===== config.mk =====
export PLATFORM = sky130hd
export DESIGN_NAME = ilrb_input_limit_regs
export DESIGN_NICKNAME = d
export VERILOG_FILES = /design/src/rtl/ilrb_pkg.sv /design/src/rtl/ilrb_reg_if.sv /design/src/rtl/ilrb_limit_store.sv /design/src/rtl/ilrb_input_limit_regs.sv
export VERILOG_INCLUDE_DIRS = /design/src /design/src/rtl
export SDC_FILE = /design/constraint.sdc
export NUM_CORES = 1
export LEC_CHECK = 0
export ABC_AREA = 1
export BUFFER_PORTS_ARGS = -buffer_cell sky130_fd_sc_hd__buf_2
export CORE_UTILIZATION = 50
export CTS_CLUSTER_SIZE = 8
export DETAILED_ROUTE_END_ITERATION = 8
export GPL_TIMING_DRIVEN = 0
export PLACE_DENSITY = 0.68
export SYNTH_ARGS = -nofsm -noshare
export SYNTH_HDL_FRONTEND = slang
export SYNTH_SLANG_ARGS = --single-unit

===== constraint.sdc =====
create_clock -name clk -period 4.05 [get_ports clk]
set_clock_uncertainty 0.05 [all_clocks]
set_input_delay 0.6075 -clock clk [delete_from_list [all_inputs] [get_ports clk]]
set_output_delay 0.6075 -clock clk [all_outputs]
set_load 0.02 [all_outputs]

===== src/rtl/ilrb_defs.svh =====
// offsets, field layouts, reset values and fixed figures of the input limit bank
`ifndef ILRB_DEFS_SVH
`define ILRB_DEFS_SVH

// register byte offsets on the serial port
`define ILRB_OFS_VIN_LO 8'h0A
`define ILRB_OFS_VIN_HI 8'h0B
`define ILRB_OFS_HOST_LO 8'h0E
`define ILRB_OFS_HOST_HI 8'h0F
`define ILRB_OFS_APPL_LO 8'h24
`define ILRB_OFS_APPL_HI 8'h25

// reset values
`define ILRB_HOST_HI_RST 8'h40
`define ILRB_HOST_LO_RST 8'h00
`define ILRB_APPL_RST 7'h00
`define ILRB_VIN_RST 8'h00

// field layouts
`define ILRB_HOST_RSVD_BIT 7
`define ILRB_HOST_CODE_MSB 6
`define ILRB_VIN_HI_RSVD_MASK 8'hC0
`define ILRB_VIN_HI_FIELD_MASK 8'h3F
`define ILRB_VIN_LO_FIELD_MASK 8'hC0

// voltage limit arithmetic, in mV
`define ILRB_VIN_BASE_MV 16'h0C80
`define ILRB_VIN_STEP_SHIFT 6
`define ILRB_VIN_DEFAULT_DROP_MV 16'h0500

// serial byte framing
`define ILRB_BITS_PER_BYTE 4'h8

`endif


===== src/rtl/ilrb_pkg.sv =====
// types shared by the input limit bank modules
package ilrb_pkg;

  // serial engine states, gray coded along the usual path
  typedef enum logic [3:0]
  {
    ILRB_IDLE      = 4'b0000,
    ILRB_ADDR      = 4'b0001,
    ILRB_ADDR_ACK  = 4'b0011,
    ILRB_PTR       = 4'b0010,
    ILRB_PTR_ACK   = 4'b0110,
    ILRB_WDATA     = 4'b0111,
    ILRB_WDATA_ACK = 4'b0101,
    ILRB_RDATA     = 4'b0100,
    ILRB_RDATA_ACK = 4'b1100
  } ilrb_state_t;

  typedef logic [7:0] ilrb_byte_t;
  typedef logic [6:0] ilrb_icode_t;
  typedef logic [15:0] ilrb_mv_t;

endpackage


===== src/rtl/ilrb_reg_if.sv =====
// byte access channel between the serial engine and the register store
`timescale 1ns/1ns
interface ilrb_reg_if;
  import ilrb_pkg::*;
  logic wr_stb;        // one-cycle byte write strobe
  ilrb_byte_t addr;    // register pointer
  ilrb_byte_t wdata;   // byte being written
  ilrb_byte_t rdata;   // byte at the pointer

  modport engine
  (
    output wr_stb,
    output addr,
    output wdata,
    input rdata
  );

  modport store
  (
    input wr_stb,
    input addr,
    input wdata,
    output rdata
  );
endinterface


===== src/rtl/ilrb_limit_store.sv =====
// register store: host current limit, input voltage limit, readback decode
`timescale 1ns/1ns
`include "ilrb_defs.svh"
module ilrb_limit_store
(
  input wire logic clk,
  input wire logic rst_n,
  ilrb_reg_if.store bus,
  input wire logic adapter_present,
  input wire ilrb_pkg::ilrb_icode_t applied_code,
  output ilrb_pkg::ilrb_icode_t host_code,
  output ilrb_pkg::ilrb_byte_t vin_code,
  output logic vin_written
);
  import ilrb_pkg::*;

  // ****************************************
  // storage
  // ****************************************
  ilrb_byte_t host_hi_reg;      // host current limit upper byte
  ilrb_byte_t vin_hi_reg;       // committed voltage limit upper byte
  ilrb_byte_t vin_lo_reg;       // committed voltage limit lower byte
  ilrb_byte_t vin_lo_stage_reg; // lower byte held until upper byte lands
  logic vin_written_reg;        // host has programmed the voltage limit
  logic adapter_prev_reg;       // adapter level one cycle ago

  // ****************************************
  // decode
  // ****************************************
  wire hit_vin_lo = bus.addr == `ILRB_OFS_VIN_LO;
  wire hit_vin_hi = bus.addr == `ILRB_OFS_VIN_HI;
  wire hit_host_hi = bus.addr == `ILRB_OFS_HOST_HI;
  wire hit_appl_hi = bus.addr == `ILRB_OFS_APPL_HI;
  // a one in a "not used" upper bit marks the whole byte invalid
  wire host_bad = bus.wdata[`ILRB_HOST_RSVD_BIT];
  wire vin_bad = |(bus.wdata & `ILRB_VIN_HI_RSVD_MASK);
  wire wr_host = bus.wr_stb && hit_host_hi && !host_bad;
  wire wr_vin_lo = bus.wr_stb && hit_vin_lo;
  wire wr_vin_hi = bus.wr_stb && hit_vin_hi && !vin_bad;
  wire adapter_gone = adapter_prev_reg && !adapter_present;

  // reserved bits read as zero; the host low byte ignores writes
  assign bus.rdata = hit_vin_lo ? (vin_lo_reg & `ILRB_VIN_LO_FIELD_MASK) :
                     hit_vin_hi ? (vin_hi_reg & `ILRB_VIN_HI_FIELD_MASK) :
                     hit_host_hi ? {1'b0, host_hi_reg[`ILRB_HOST_CODE_MSB:0]} :
                     hit_appl_hi ? {1'b0, applied_code} :
                     8'h00;

  assign host_code = host_hi_reg[`ILRB_HOST_CODE_MSB:0];
  assign vin_code = {vin_hi_reg[5:0], vin_lo_reg[7:6]};
  assign vin_written = vin_written_reg;

  // ****************************************
  // host current limit
  // ****************************************
  // adapter removal wins over a host write in the same cycle
  always_ff @(posedge clk)
  begin
    if (!rst_n || adapter_gone)
      host_hi_reg <= `ILRB_HOST_HI_RST;
    else if (wr_host)
      host_hi_reg <= {1'b0, bus.wdata[`ILRB_HOST_CODE_MSB:0]};
    adapter_prev_reg <= rst_n && adapter_present;
  end

  // ****************************************
  // voltage limit, committed as one 16-bit word
  // ****************************************
  always_ff @(posedge clk)
  begin
    if (!rst_n)
    begin
      vin_lo_stage_reg <= `ILRB_VIN_RST;
      vin_lo_reg <= `ILRB_VIN_RST;
      vin_hi_reg <= `ILRB_VIN_RST;
      vin_written_reg <= 1'b0;
    end
    else
    begin
      // low byte only stages; regulation still sees the old word
      if (wr_vin_lo)
        vin_lo_stage_reg <= bus.wdata & `ILRB_VIN_LO_FIELD_MASK;
      // upper byte commits both halves at once
      if (wr_vin_hi)
      begin
        vin_hi_reg <= bus.wdata;
        vin_lo_reg <= vin_lo_stage_reg;
        vin_written_reg <= 1'b1;
      end
    end
  end

endmodule // ilrb_limit_store


===== src/rtl/ilrb_input_limit_regs.sv =====
// input limit register bank with its serial slave port
//
// Behaviour
// host current code in upper bits 6..0
// host upper byte resets to bit 6 set
// host keeps unused bit 7 at zero
// host lower byte reserved, read-only, zero
// separate readback of applied current limit
// optimizer limit may override host limit
// readback uses host current bit weights
// code zero means fifty mA offset
// readback bytes read-only, reset to zero
// host writes voltage limit as 16 bits
// input below limit enters power management
// unwritten limit is no-load minus 1.28 V
// voltage code zero means 3.2 V base
// voltage field bits and weights, rest reserved
// adapter removal restores default current limit
// apply 16-bit value after both bytes
// reserved bits always read as zero
`timescale 1ns/1ns
`include "ilrb_defs.svh"
module ilrb_input_limit_regs
#(
  // serial slave address; value is arbitrary
  parameter logic [6:0] DEV_ADDR = 7'h2A
)
(
  input wire logic clk,
  input wire logic rst_n,
  input wire logic scl_in,
  input wire logic sda_in,
  output logic sda_out,
  output logic sda_oe,
  input wire logic adapter_present,
  input wire logic optimizer_active,
  input wire ilrb_pkg::ilrb_icode_t optimizer_limit_code,
  input wire ilrb_pkg::ilrb_mv_t input_supply_voltage_mv,
  input wire ilrb_pkg::ilrb_mv_t noload_supply_voltage_mv,
  output ilrb_pkg::ilrb_icode_t host_input_current_limit_code,
  output ilrb_pkg::ilrb_icode_t applied_input_current_limit_code,
  output ilrb_pkg::ilrb_mv_t min_input_voltage_limit_mv,
  output logic dynamic_power_management_active
);
  import ilrb_pkg::*;

  // ****************************************
  // declarations
  // ****************************************
  ilrb_reg_if rif (); // engine to store channel

  ilrb_state_t state_reg;   // serial engine state
  ilrb_state_t state_next;
  logic scl_prev_reg;       // clock level last cycle
  logic sda_prev_reg;       // data level last cycle
  logic [3:0] bit_cnt_reg;  // bits moved in the current byte
  logic [3:0] bit_cnt_next;
  ilrb_byte_t shift_reg;    // receive shifter
  ilrb_byte_t shift_next;
  ilrb_byte_t tx_reg;       // transmit shifter
  ilrb_byte_t tx_next;
  ilrb_byte_t ptr_reg;      // register pointer, auto-increments
  ilrb_byte_t ptr_next;
  logic oe_reg;             // pulling data low
  logic oe_next;
  logic nack_reg;           // master refused the last read byte
  logic nack_next;
  logic wr_stb_reg;         // byte write strobe to the store
  logic wr_stb_next;
  ilrb_byte_t wdata_reg;    // byte handed to the store
  ilrb_byte_t wdata_next;
  ilrb_icode_t applied_reg; // current limit actually in force
  ilrb_mv_t vin_limit_reg;  // voltage limit actually in force
  logic dpm_reg;            // power management engaged
  ilrb_icode_t host_code;   // host code from the store
  ilrb_byte_t vin_code;     // committed voltage field
  logic vin_written;        // voltage limit programmed

  // ****************************************
  // bus condition detection
  // ****************************************
  // pins arrive synchronous, so plain edge compares are safe
  wire scl_rise = scl_in && !scl_prev_reg;
  wire scl_fall = !scl_in && scl_prev_reg;
  wire start_cond = scl_in && scl_prev_reg && sda_prev_reg && !sda_in;
  wire stop_cond = scl_in && scl_prev_reg && !sda_prev_reg && sda_in;
  wire byte_done = bit_cnt_reg == `ILRB_BITS_PER_BYTE;
  wire addr_match = shift_reg[7:1] == DEV_ADDR;
  wire [7:0] ptr_plus = ptr_reg + 8'h01;

  // ****************************************
  // serial engine next state
  // ****************************************
  always_comb
  begin
    state_next = state_reg;
    bit_cnt_next = bit_cnt_reg;
    shift_next = shift_reg;
    tx_next = tx_reg;
    ptr_next = ptr_reg;
    oe_next = oe_reg;
    nack_next = nack_reg;
    wr_stb_next = 1'b0;
    wdata_next = wdata_reg;
    // receive bits on every rising clock while taking a byte
    if (scl_rise && (state_reg == ILRB_ADDR || state_reg == ILRB_PTR
                     || state_reg == ILRB_WDATA) && !byte_done)
    begin
      shift_next = {shift_reg[6:0], sda_in};
      bit_cnt_next = bit_cnt_reg + 4'h1;
    end
    // start and stop override everything, even mid byte
    if (start_cond)
    begin
      state_next = ILRB_ADDR;
      bit_cnt_next = 4'h0;
      oe_next = 1'b0;
    end
    else if (stop_cond)
    begin
      state_next = ILRB_IDLE;
      oe_next = 1'b0;
    end
    else
    begin
      case (state_reg)
        ILRB_IDLE:
          // wait for a start
          oe_next = 1'b0;
        ILRB_ADDR:
          // address byte: acknowledge only our own address
          if (scl_fall && byte_done)
          begin
            if (addr_match)
            begin
              state_next = ILRB_ADDR_ACK;
              oe_next = 1'b1;
            end
            else
              state_next = ILRB_IDLE;
          end
        ILRB_ADDR_ACK:
          // after the ack either start sending or take the pointer
          if (scl_fall)
          begin
            if (shift_reg[0])
            begin
              state_next = ILRB_RDATA;
              oe_next = !rif.rdata[7];
              tx_next = {rif.rdata[6:0], 1'b0};
              bit_cnt_next = 4'h1;
            end
            else
            begin
              state_next = ILRB_PTR;
              oe_next = 1'b0;
              bit_cnt_next = 4'h0;
            end
          end
        ILRB_PTR:
          // register pointer byte
          if (scl_fall && byte_done)
          begin
            ptr_next = shift_reg;
            state_next = ILRB_PTR_ACK;
            oe_next = 1'b1;
          end
        ILRB_PTR_ACK:
          if (scl_fall)
          begin
            state_next = ILRB_WDATA;
            oe_next = 1'b0;
            bit_cnt_next = 4'h0;
          end
        ILRB_WDATA:
          // every data byte is acked; the store decides what sticks
          if (scl_fall && byte_done)
          begin
            wr_stb_next = 1'b1;
            wdata_next = shift_reg;
            state_next = ILRB_WDATA_ACK;
            oe_next = 1'b1;
          end
        ILRB_WDATA_ACK:
          // pointer moves only after the strobe has used it
          if (scl_fall)
          begin
            ptr_next = ptr_plus;
            state_next = ILRB_WDATA;
            oe_next = 1'b0;
            bit_cnt_next = 4'h0;
          end
        ILRB_RDATA:
          // shift the byte out msb first on falling clock
          if (scl_fall)
          begin
            if (byte_done)
            begin
              state_next = ILRB_RDATA_ACK;
              oe_next = 1'b0;
              ptr_next = ptr_plus;
            end
            else
            begin
              oe_next = !tx_reg[7];
              tx_next = {tx_reg[6:0], 1'b0};
              bit_cnt_next = bit_cnt_reg + 4'h1;
            end
          end
        ILRB_RDATA_ACK:
        begin
          // master ack keeps the read going, nack ends it
          if (scl_rise)
            nack_next = sda_in;
          if (scl_fall)
          begin
            if (nack_reg)
              state_next = ILRB_IDLE;
            else
            begin
              state_next = ILRB_RDATA;
              oe_next = !rif.rdata[7];
              tx_next = {rif.rdata[6:0], 1'b0};
              bit_cnt_next = 4'h1;
            end
          end
        end
        default:
          // unknown encodings fall back to idle
          state_next = ILRB_IDLE;
      endcase
    end
  end

  // ****************************************
  // serial engine registers
  // ****************************************
  always_ff @(posedge clk)
  begin
    if (!rst_n)
    begin
      state_reg <= ILRB_IDLE;
      bit_cnt_reg <= 4'h0;
      shift_reg <= 8'h00;
      tx_reg <= 8'h00;
      ptr_reg <= 8'h00;
      oe_reg <= 1'b0;
      nack_reg <= 1'b0;
      wr_stb_reg <= 1'b0;
      wdata_reg <= 8'h00;
      scl_prev_reg <= 1'b1; // idle bus is high, so no false start after reset
      sda_prev_reg <= 1'b1;
    end
    else
    begin
      state_reg <= state_next;
      bit_cnt_reg <= bit_cnt_next;
      shift_reg <= shift_next;
      tx_reg <= tx_next;
      ptr_reg <= ptr_next;
      oe_reg <= oe_next;
      nack_reg <= nack_next;
      wr_stb_reg <= wr_stb_next;
      wdata_reg <= wdata_next;
      scl_prev_reg <= scl_in; // pin history for edge and condition detection
      sda_prev_reg <= sda_in;
    end
  end

  // ****************************************
  // channel to the store
  // ****************************************
  assign rif.wr_stb = wr_stb_reg;
  assign rif.addr = ptr_reg;
  assign rif.wdata = wdata_reg;

  ilrb_limit_store u_store
  (
    .clk(clk),
    .rst_n(rst_n),
    .bus(rif.store),
    .adapter_present(adapter_present),
    .applied_code(applied_reg),
    .host_code(host_code),
    .vin_code(vin_code),
    .vin_written(vin_written)
  );

  // ****************************************
  // limits in force
  // ****************************************
  // optimizer result replaces the host value while it is active;
  // the code keeps the 50 mA offset, so code 0 still means 50 mA
  wire [6:0] applied_next = optimizer_active ? optimizer_limit_code : host_code;
  // programmed limit: 3.2 V base plus 64 mV per code step
  wire [15:0] vin_prog_mv = `ILRB_VIN_BASE_MV
                            + {2'b00, vin_code, 6'h00};
  // default tracks the no-load supply; clamp so it never wraps
  wire vin_low_supply = noload_supply_voltage_mv < `ILRB_VIN_DEFAULT_DROP_MV;
  wire [15:0] vin_dflt_mv = vin_low_supply ? 16'h0000
                            : noload_supply_voltage_mv - `ILRB_VIN_DEFAULT_DROP_MV;
  wire [15:0] vin_limit_next = vin_written ? vin_prog_mv : vin_dflt_mv;

  // limits are registered so each output comes from a flop
  always_ff @(posedge clk)
  begin
    sda_out <= 1'b0; // open drain: the pin is only ever pulled low
    if (!rst_n)
    begin
      applied_reg <= `ILRB_APPL_RST;
      vin_limit_reg <= 16'h0000;
      dpm_reg <= 1'b0;
    end
    else
    begin
      applied_reg <= applied_next;
      vin_limit_reg <= vin_limit_next;
      // compare against last cycle's limit; one cycle of lag is harmless
      dpm_reg <= input_supply_voltage_mv < vin_limit_reg;
    end
  end

  // ****************************************
  // outputs
  // ****************************************
  assign sda_oe = oe_reg;
  assign host_input_current_limit_code = host_code;
  assign applied_input_current_limit_code = applied_reg;
  assign min_input_voltage_limit_mv = vin_limit_reg;
  assign dynamic_power_management_active = dpm_reg;

endmodule // ilrb_input_limit_regs


==> impl_metrics.toml, run 1 <==
[outcome]
status = "finished, final reports clean"

[clock_network]
post_cts.repair.setup_buffers = 0
cts.repair.resized = 0
clkLatencyLatePin_ns = 0.36
clock_tree.root_cell = "sky130_fd_sc_hd__clkbuf_8"
clkTransAtPathRegs_ns = 0.10
numCtsBuffers = 9
cts_tree = "built"
tritoncts_num_sinks = 87
cts-htree-levels = 3
cts_max_path_buffers = 2
post_cts_hold_buffer_count = 0

[power]
power.ir.vdd_worst_uv = 351
total_switching_power_uw = 940
gate_power_share_pct = 33.0
internal_power_mw = 1.50
power_per_cell_area_nw_per_um2 = 436
pwr-share-clk_pct = 25.5
power_switching_share_pct = 38.5
p_seq_share_pct = 41.5
power.static_leakage_nw = 2.75

[routing]
route.detailed.wl_per_inst_um = 13.1
remaining_drc_errors = 0
dr.first_iter.drc_count = 262
viasPerCell = 5.21
drt-pass1-iter-count = 7
detail-route-antenna-nets = 0
dr_total_vias = 4905
final_routed_wirelength_mm = 12.3

[yosys]
postSynth.topFlopCell = "sky130_fd_sc_hd__dfxtp_1"
synth_fp_nets = 790
synth.cells.most_frequent = "sky130_fd_sc_hd__nand2_1, sky130_fd_sc_hd__nor2_1, sky130_fd_sc_hd__inv_1"
ys_top_cells_by_area = "sky130_fd_sc_hd__dfxtp_1, sky130_fd_sc_hd__nand2_1, sky130_fd_sc_hd__nor2_1, sky130_fd_sc_hd__inv_1, sky130_fd_sc_hd__ha_1"
seq_cells_post_synth = 87
yosysTopAreaCell = "sky130_fd_sc_hd__dfxtp_1"
syn_avg_cell_area_um2 = 6.73
synth-seq-area-share_pct = 35.8
synthDominantCellAreaShare_pct = 35.8
synth.distinct_cells = 40
synthCells = 723
yosysMostFrequentCell = "sky130_fd_sc_hd__nand2_1"
synth_warn = 0
async_flop_share_pct = 0
synth_enable_flop_cells = 0
netlist_area_um2 = 4870

[place]
routabilityCongestion = 0.957
place_worst_setup_slack_ns = 1.71
detailed_place.area_um2 = 5400
dp.final_hpwl_mm = 9.57
place.detailed.instances = 927
port-buffer-count = 75

[final_layout]
post_layout_net_count = 876
area_growth_pct = 15.0
largest_register_ffs = 16
postLayoutCoreUtil_pct = 60.0
antennaDiodeCount = 0
post_route_cells_drive_above_1_share_pct = 16.4
final_cells = 942
finish.instance_area_um2 = 5600

[floorplanning]
die_width_um = 101
dieArea_um2 = 10100
die_height_um = 101
placement_rows = 35
floorplan.core_area_um2 = 9330
num_io_pins = 78
starting_density_of_the_core_pct = 52.2

[hold_path]
worst_min_delay_path_category = "in2reg"
timing.hold.worst_path_depth = 3

[global_route]
gr-total-overflow = 0
wire_length_of_the_first_global_routing_pass_mm = 20.3
grt_max_degree = 16
grt_antenna_before_repair = 0
via_count_of_the_first_global_routing_pass = 4551
groute.usage.overall_pct = 25.5

[sta]
timing_hold_violations_final = 0
layout_worst_path_cycle_share_pct = 50.9
finalSetupViolations = 0
post_route_minimum_period_ns = 2.06
setup-tns-final_ns = 0
setup_repair_after_global_routing_missed_its_margin = "false"
timing.final.max_slew_violations = 0
max-slew-margin-rel_pct = 51.5
worst_slack_ns = 1.99
worstMarginPinSlew_ns = 0.719
achievable-frequency_mhz = 485

[critical_path]
cp_num_cells = 7
crit_path_required_time_ns = 4.30
timing.critical_path.slowest_stage_cell = "sky130_fd_sc_hd__dfxtp_1"
critPathLaunchType = "register"
critPathMaxStageDelay_ns = 0.44
crit_arrival_ns = 2.31
reg_to_reg_setup_timing_slack_ns = 1.99
path_delay_family = "simple AND/OR/NAND/NOR gates"
number_of_cells_traversed_by_the_worst_register_to_register_path = 7
crit_path_cell_trace = "ha_1, nand3_1, nor2_2, nand2_1, inv_1, nor2_1, nor2_1"
critical_path_start_end_classification = "reg2reg"
cp_common_cell = "sky130_fd_sc_hd__nor2_1"
critical_path_buf_inv_count = 1
worst-path-max-fanout = 10
crit_path_end_kind = "register"

[flow_run]
cap_violations = 0
layout by cell type, fill, tap and decap left out, drive strengths merged:
cell type and n:
conb 1, nor2 113, a211oi 15, a2bb2oi 1, inv 114, xnor2 3, a21oi 51, xor2 5
nor3 8, nand2 154, clkinv 4, o211ai 1, or2 2, nor3b 1, ha 22, o21ai 57
mux2i 1, o31a 1, bufinv 1, nor4 1, dfxtp 87, nand3 56, o22ai 2, buf 82
nand4 14, clkbuf 16
cell families (layout without fill, tap and decap cells):
family | count (synthesis) | count (layout) | share of synthesized area (%)
AO/OA/AOI/OAI | 128 | 128 | 14.5
XOR/XNOR | 8 | 8 | 1.44
adder cells (fa/ha/maj) | 22 | 22 | 5.66
buffers and inverters | 127 | 217 | 10.4
flip-flops | 87 | 87 | 35.8
multiplexers | 1 | 1 | 0.206
other | 1 | 1 | 0.0770
AND/OR/NAND/NOR | 349 | 349 | 31.9
area by class of cell:
type,instances,area (um^2)
multi-input combinational,509,2620
buffer,14,83.8
clock inverter,6,68.8
fill,939,3730
sequential,87,1740
inverter,113,424
timing repair buffer,75,375
clock buffer,9,124
tap,129,161
routing by layer:
layer	GRT usage, %	share of wire [%]
met2	45.3	48
met5	0	0
met1	31.2	44
met4	8.81	2.1
met3	4.02	5.8
final timing paths:
check / from / to
worst max-delay path: ptr_reg[0] / u_store.host_hi_reg[1]
worst min-delay path: noload_supply_voltage_mv[0] / min_input_voltage_limit_mv[0]
worst max register to register: ptr_reg[0] / u_store.host_hi_reg[1]
worst min register to register: u_store.vin_lo_stage_reg[6] / u_store.vin_lo_stage_reg[6]
power groups by stage:
stage / Sequential (mW) / Clock [mW] / Combinational [mW]
finish: 1.01 / 0.622 / 0.804
global route: 1.02 / 0.672 / 0.921
CTS: 1.01 / 0.636 / 0.801
detailed placement: 1.03 / 0 / 0.797
global placement: 1.03 / 0 / 0.771
floorplan: 1.04 / 0 / 0.585
per-stage QoR:
| step | power [mW] | hold slack, ns |
|---|---|---|
| 4_1_cts | 2.45 | 0.394 |
| 3_5_place_dp | 1.83 | 0.428 |
| 2_1_floorplan | 1.63 | 0.402 |
| 5_1_grt | 2.62 | 0.403 |
| 6_report | 2.44 | 0.399 |
| 3_3_place_gp | 1.80 | 0.419 |
tightest hold or removal path, cell delays in order:
cell	delay [ns]
sky130_fd_sc_hd__buf_2	0.10
sky130_fd_sc_hd__inv_1	0.04
sky130_fd_sc_hd__nor2_1	0.03
(Power assumes the default switching activity.)
==> run 2, diff against run 1 <==
- clock period: 4.05 -> 2.1 ns (I/O delays scaled with it)
==> run 2 against run 1 <==
  * First-iteration DRC count is 4.2% higher
  * Critical endpoint is now tx_reg[7]
  * Global-route usage stayed put
  * Sequential cell count stayed put
  * Clock-buffer cell count stayed put
  * Setup slack worse by 1.8 ns
  * Largest power group unchanged
  * Combinational power is 93% higher
  * Hold slack worse by 0.30 ns
  * Sequential power is 93% higher
==> impl_metrics.toml, run 2 (same netlist as run 1, synthesis figures left out) <==
[routing]
dr_wl_met3_um = 667
route.detailed.wl_per_inst_um = 13.0
dr_total_vias = 4867
dr.first_iter.drc_count = 273
drt-met1-wl_mm = 5.47
met2RoutedLength_mm = 5.90
detail-route-antenna-nets = 0
final_routed_wirelength_mm = 12.3
remaining_drc_errors = 0
drt-pass1-iter-count = 8
top_layer_used = "met4"
viasPerCell = 5.16

[sta]
setup_repair_after_global_routing_missed_its_margin = "false"
timing.final.max_slew_violations = 0
setup-tns-final_ns = 0
post_route_minimum_period_ns = 1.91
layout_worst_path_cycle_share_pct = 91.1
timing_hold_violations_final = 0
worstMarginPinSlew_ns = 0.699
finalSetupViolations = 0
max-slew-margin-rel_pct = 53.1
achievable-frequency_mhz = 523

[final_layout]
post_layout_net_count = 877
final.fill_count = 935
leading_cell_types_in_the_layout_fill_and_taps_excluded = "sky130_fd_sc_hd__nand2_1, sky130_fd_sc_hd__inv_1, sky130_fd_sc_hd__nor2_1"
post_route_cells_drive_above_1_share_pct = 16.8
finish.instance_area_um2 = 5620
largest_register_ffs = 16
final_common_cell = "sky130_fd_sc_hd__nand2_1"
area_growth_pct = 15.4
antennaDiodeCount = 0

[global_route]
grt_antenna_before_repair = 0
grt_max_degree = 16
groute.usage.overall_pct = 25.5
wire_length_of_the_first_global_routing_pass_mm = 20.3
via_count_of_the_first_global_routing_pass = 4551
gr-total-overflow = 0

[clock_network]
clkTransAtPathRegs_ns = 0.10
cts-htree-levels = 3
numCtsBuffers = 9
cts_max_path_buffers = 2
clock_tree.root_cell = "sky130_fd_sc_hd__clkbuf_8"
tritoncts_num_sinks = 87
cts_tree = "built"
clkLatencyLatePin_ns = 0.37

[power]
total_switching_power_mw = 1.82
power.ir.vdd_worst_uv = 679
pwr-share-clk_pct = 25.6
internal_power_mw = 2.89
gate_power_share_pct = 33.0
power_switching_share_pct = 38.6
p_seq_share_pct = 41.5
power_per_cell_area_nw_per_um2 = 839
power.static_leakage_nw = 2.75

[floorplanning]
floorplan.core_area_um2 = 9330
dieArea_um2 = 10100
num_io_pins = 78
die_width_um = 101
placement_rows = 35
die_height_um = 101
starting_density_of_the_core_pct = 52.2

[critical_path]
cp_num_cells = 11
crit_path_required_time_ns = 2.35
crit-reg2reg-capture = "tx_reg[7]"
timing.critical_path.slowest_stage_cell = "sky130_fd_sc_hd__dfxtp_1"
reg_to_reg_setup_timing_slack_ns = 0.19
critical_path_start_end_classification = "reg2reg"
worst-path-max-fanout = 8
cp_common_cell = "sky130_fd_sc_hd__nand2_1"
number_of_cells_traversed_by_the_worst_register_to_register_path = 11
critPathMaxStageDelay_ns = 0.39
crit_path_cell_trace = "inv_1, ha_1, nand3_2, nand2_1, nand2_1, nand3_1, inv_2, nand2_4, nand2_1, nand2_1, nor2_1"
crit_path_end_kind = "register"
crit_arrival_ns = 2.16
critPathLaunchType = "register"
regToRegStartpoint = "bit_cnt_reg[0]"
path_delay_family = "simple AND/OR/NAND/NOR gates"
critical_path_buf_inv_count = 2

[outcome]
status = "finished, final reports clean"

[place]
routabilityCongestion = 0.957
port-buffer-count = 75
detailed_place.area_um2 = 5400
dp.final_hpwl_mm = 9.57

[flow_run]
cap_violations = 0

[hold_path]
timing.hold.worst_path_depth = 3
worstHoldStart = "noload_supply_voltage_mv[0]"
holdPathEnd = "min_input_voltage_limit_mv[0]"
worst_min_delay_path_category = "in2reg"
## run 2: worst max path at each step
stage                           startpoint                            end  slack (ns)
2_1_floorplan               bit_cnt_reg[0]                   state_reg[0]        0.48
3_3_place_gp   noload_supply_voltage_mv[8]  min_input_voltage_limit_mv[9]        0.10
5_1_grt                     bit_cnt_reg[0]                      tx_reg[5]        0.01
6_report                    bit_cnt_reg[0]                      tx_reg[7]        0.19
4_1_cts                         ptr_reg[0]         u_store.host_hi_reg[1]        0.07
3_5_place_dp   noload_supply_voltage_mv[8]  min_input_voltage_limit_mv[9]        0.06
## run 2: per-layer routing
metal,vias to the layer above,GRT usage (%)
li1,2508,-
met1,2193,31.2
met2,143,45.3
met3,23,4.02
met4,0,8.81
met5,-,0
## run 2: repair_timing
action	CTS	global route
gates resized for setup	0	4
endpoints found under the setup margin	0	10
hold buffers	0	0
buffers inserted	0	1
## run 2: worst register-to-register path: cells and delay by family, from the launching register on
kind	cells	cell delay [ns]
adders and majority gates	1	0.24
buffers and inverters	2	0.24
DFF	1	0.39
and+or+nand+nor	8	0.92
## run 2: power by group through the flow
stage / Clock, mW / Combinational [mW] / Sequential, mW
2_1_floorplan: 0 / 1.13 / 2.01
6_report: 1.20 / 1.55 / 1.95
3_5_place_dp: 0 / 1.54 / 1.99
3_3_place_gp: 0 / 1.49 / 1.98
4_1_cts: 1.23 / 1.55 / 1.95
5_1_grt: 1.30 / 1.78 / 1.97
## run 2: layout make-up
cell class / count / area (um^2) / share of cell area [%]
repair buffers: 76 / 383 / 6.82
plain buffers: 14 / 83.8 / 1.49
inverters: 113 / 424 / 7.55
clock inverters: 6 / 68.8 / 1.23
flip-flops and latches: 87 / 1740 / 31.0
clock buffers: 9 / 124 / 2.21
multi-input cells: 509 / 2630 / 46.8
well taps: 129 / 161 / 2.87
## run 2: through the flow
stage | hold WS [ns] | cells | worst slack (ns) | utilization (%) | power, mW
finish | 0.104 | 943 | 0.188 | 60.2 | 4.71
global route | 0.111 | 943 | 0.0126 | 60.2 | 5.05
global placement | 0.419 | 927 | 0.105 | 57.9 | 3.47
floorplan | 0.358 | 723 | 0.480 | - | 3.14
CTS | 0.102 | 942 | 0.0746 | 60.0 | 4.72
detailed placement | 0.428 | 927 | 0.0555 | 57.9 | 3.53
==> run 3, diff against run 2 <==
- ABC_AREA: 1 -> unset
==> run 3 against run 2 <==
  * Via count fell by 9.4%
  * Core utilization rose by 0.85 points
  * Sequential power fell by 13%
  * Non-clock buffer count rose by 17
  * Critical path type unchanged
  * Wire length rose by 5.4%
  * Critical path depth fell by 5
  * Critical endpoint is now u_store.vin_hi_reg[1]
  * Cell area rose by 0.94%
  * Register-to-register slack got worse by 0.06 ns
  * First-iteration DRC count rose by 2.2%
  * Die area fell by 1.1%
==> impl_metrics.toml, run 3 <==
[sta]
timing_hold_violations_final = 0
hold_ws_ns = 0.0994
setup_repair_after_global_routing_missed_its_margin = "false"
finalSetupViolations = 0
worstMarginPinSlew_ns = 0.695
max-slew-margin-rel_pct = 53.2
achievable-frequency_mhz = 508
post_route_minimum_period_ns = 1.97
layout_worst_path_cycle_share_pct = 93.8
timing.final.max_slew_violations = 0
setup-tns-final_ns = 0

[clock_network]
post_cts_hold_buffer_count = 0
clock_tree.root_cell = "sky130_fd_sc_hd__clkbuf_8"
cts-htree-levels = 3
clkTransAtPathRegs_ns = 0.10
cts_tree = "built"
cts_max_path_buffers = 2
tritoncts_num_sinks = 87
numCtsBuffers = 9
clkLatencyLatePin_ns = 0.36

[place]
place.detailed.instances = 767
port-buffer-count = 75
dp.final_hpwl_mm = 9.64
routabilityCongestion = 0.871
detailed_place.area_um2 = 5350

[yosys]
synth-seq-area-share_pct = 36.2
postSynth.topFlopCell = "sky130_fd_sc_hd__dfxtp_1"
synth_fp_nets = 630
yosysMostFrequentCell = "sky130_fd_sc_hd__dfxtp_1"
synth.distinct_cells = 66
synthDominantCellAreaShare_pct = 36.2
synthCells = 563
synth_warn = 0
synth_enable_flop_cells = 0
seq_cells_post_synth = 87
synth.cells.most_frequent = "sky130_fd_sc_hd__dfxtp_1, sky130_fd_sc_hd__nand2_1, sky130_fd_sc_hd__nor2_1, sky130_fd_sc_hd__nor2b_1, sky130_fd_sc_hd__o21ai_0"
yosysTopAreaCell = "sky130_fd_sc_hd__dfxtp_1"
ys_top_cells_by_area = "sky130_fd_sc_hd__dfxtp_1, sky130_fd_sc_hd__mux2i_1, sky130_fd_sc_hd__ha_1, sky130_fd_sc_hd__nor2b_1, sky130_fd_sc_hd__nand2_1"
syn_avg_cell_area_um2 = 8.55
async_flop_share_pct = 0
netlist_area_um2 = 4810

[final_layout]
largest_register_ffs = 16
antennaDiodeCount = 0
finish.instance_area_um2 = 5670
post_layout_net_count = 716
final_cells = 783
leading_cell_types_in_the_layout_fill_and_taps_excluded = "sky130_fd_sc_hd__buf_2, sky130_fd_sc_hd__dfxtp_1, sky130_fd_sc_hd__nand2_1"
area_growth_pct = 17.8
postLayoutCoreUtil_pct = 61.1
post_route_cells_drive_above_1_share_pct = 21.4

[routing]
dr_total_vias = 4410
dr.first_iter.drc_count = 279
detail-route-antenna-nets = 0
drt-pass1-iter-count = 5
final_routed_wirelength_mm = 12.9
route.detailed.wl_per_inst_um = 16.5
viasPerCell = 5.63
remaining_drc_errors = 0

[hold_path]
timing.hold.worst_path_depth = 3
worst_min_delay_path_category = "in2reg"

[floorplanning]
starting_density_of_the_core_pct = 51.8
die_width_um = 100
dieArea_um2 = 10000
floorplan.core_area_um2 = 9280
placement_rows = 35
die_height_um = 100
num_io_pins = 78

[critical_path]
crit_path_required_time_ns = 2.30
crit_arrival_ns = 2.17
number_of_cells_traversed_by_the_worst_register_to_register_path = 6
crit_path_end_kind = "register"
worst-path-max-fanout = 9
critical_path_start_end_classification = "reg2reg"
critPathLaunchType = "register"

[global_route]
gr-total-overflow = 0
wire_length_of_the_first_global_routing_pass_mm = 20.4
grt_max_degree = 17
groute.usage.overall_pct = 26.2
via_count_of_the_first_global_routing_pass = 4128
grt_antenna_before_repair = 0

[outcome]
status = "finished, final reports clean"

[flow_run]
cap_violations = 0

[power]
power_per_cell_area_nw_per_um2 = 590
power.static_leakage_nw = 2.33
power.ir.vdd_worst_uv = 279
run 3: cell types whose count changed after synthesis, moves of 13 or more:
| cell | delta |
|---|---|
| sky130_fd_sc_hd__nand4_1 | -13 |
| sky130_fd_sc_hd__nor2_1 | -66 |
| sky130_fd_sc_hd__nand3_1 | -44 |
| sky130_fd_sc_hd__nor2b_1 | +38 |
| sky130_fd_sc_hd__a22oi_1 | +14 |
| sky130_fd_sc_hd__inv_1 | -80 |
| sky130_fd_sc_hd__mux2i_1 | +33 |
| sky130_fd_sc_hd__nand2_1 | -95 |
| sky130_fd_sc_hd__a21oi_1 | -21 |
| sky130_fd_sc_hd__a211oi_1 | -13 |
run 3: logic make-up after synthesis:
family,count (synthesis),share of synthesized area [%]
compound gates,136,18.7
xor+xnor,18,3.28
fa+ha+maj,22,5.72
buf+inv,56,5.02
flops,87,36.2
mux,35,7.31
other cells,1,0.0779
simple gates,208,23.7
run 3: worst paths after layout:
check,startpoint,end,slack [ns]
worst max-delay path,ptr_reg[0],u_store.vin_hi_reg[1],0.13
worst max register to register,ptr_reg[0],u_store.vin_hi_reg[1],0.13
worst min-delay path,noload_supply_voltage_mv[7],min_input_voltage_limit_mv[7],0.1
worst min register to register,tx_reg[6],tx_reg[6],0.46
run 3: stage by stage:
step / worst slack, ns / power, mW
floorplan: 0.234 / 1.97
global placement: -0.174 / 2.10
detailed placement: -0.146 / 2.11
CTS: -0.00238 / 3.35
global route: 0.00924 / 3.48
finish: 0.131 / 3.34
run 3: layout make-up:
cell class | count | area [um^2]
buffer | 31 | 159
clock buffer | 10 | 138
clock inverter | 6 | 73.8
fill | 849 | 3610
inverter | 24 | 90.1
multi-input combinational | 420 | 2920
sequential | 87 | 1750
tap | 129 | 161
timing repair buffer | 76 | 383
run 3: metal layers:
metal	global-route usage (%)	part of all wire, %
met4	8.70	1.6
met2	44.7	48
met3	3.69	5.8
met5	0	0
met1	34.2	45
run 3: report_power, final:
group	internal, mW	leakage [nW]	switching, mW
sequential	1.68	0.709	0.0198
combinational	0.156	1.51	0.222
clock	0.601	0.108	0.659
total	2.44	2.33	0.901
run 3: critical path, cell delays in order, from the launching register on:
cell and delay, ns:
sky130_fd_sc_hd__dfxtp_1 0.44, sky130_fd_sc_hd__ha_2 0.25, sky130_fd_sc_hd__and4bb_4 0.32, sky130_fd_sc_hd__nor4b_1 0.26
sky130_fd_sc_hd__buf_4 0.26, sky130_fd_sc_hd__mux2i_1 0.21, sky130_fd_sc_hd__nor2b_1 0.07
run 3: what timing repair did:
action                     4_1_cts  5_1_grt
setup buffers                    0        1
cloned                           0        0
resized for setup                5       20
setup endpoints to repair       25       39
pin swaps                        0        1
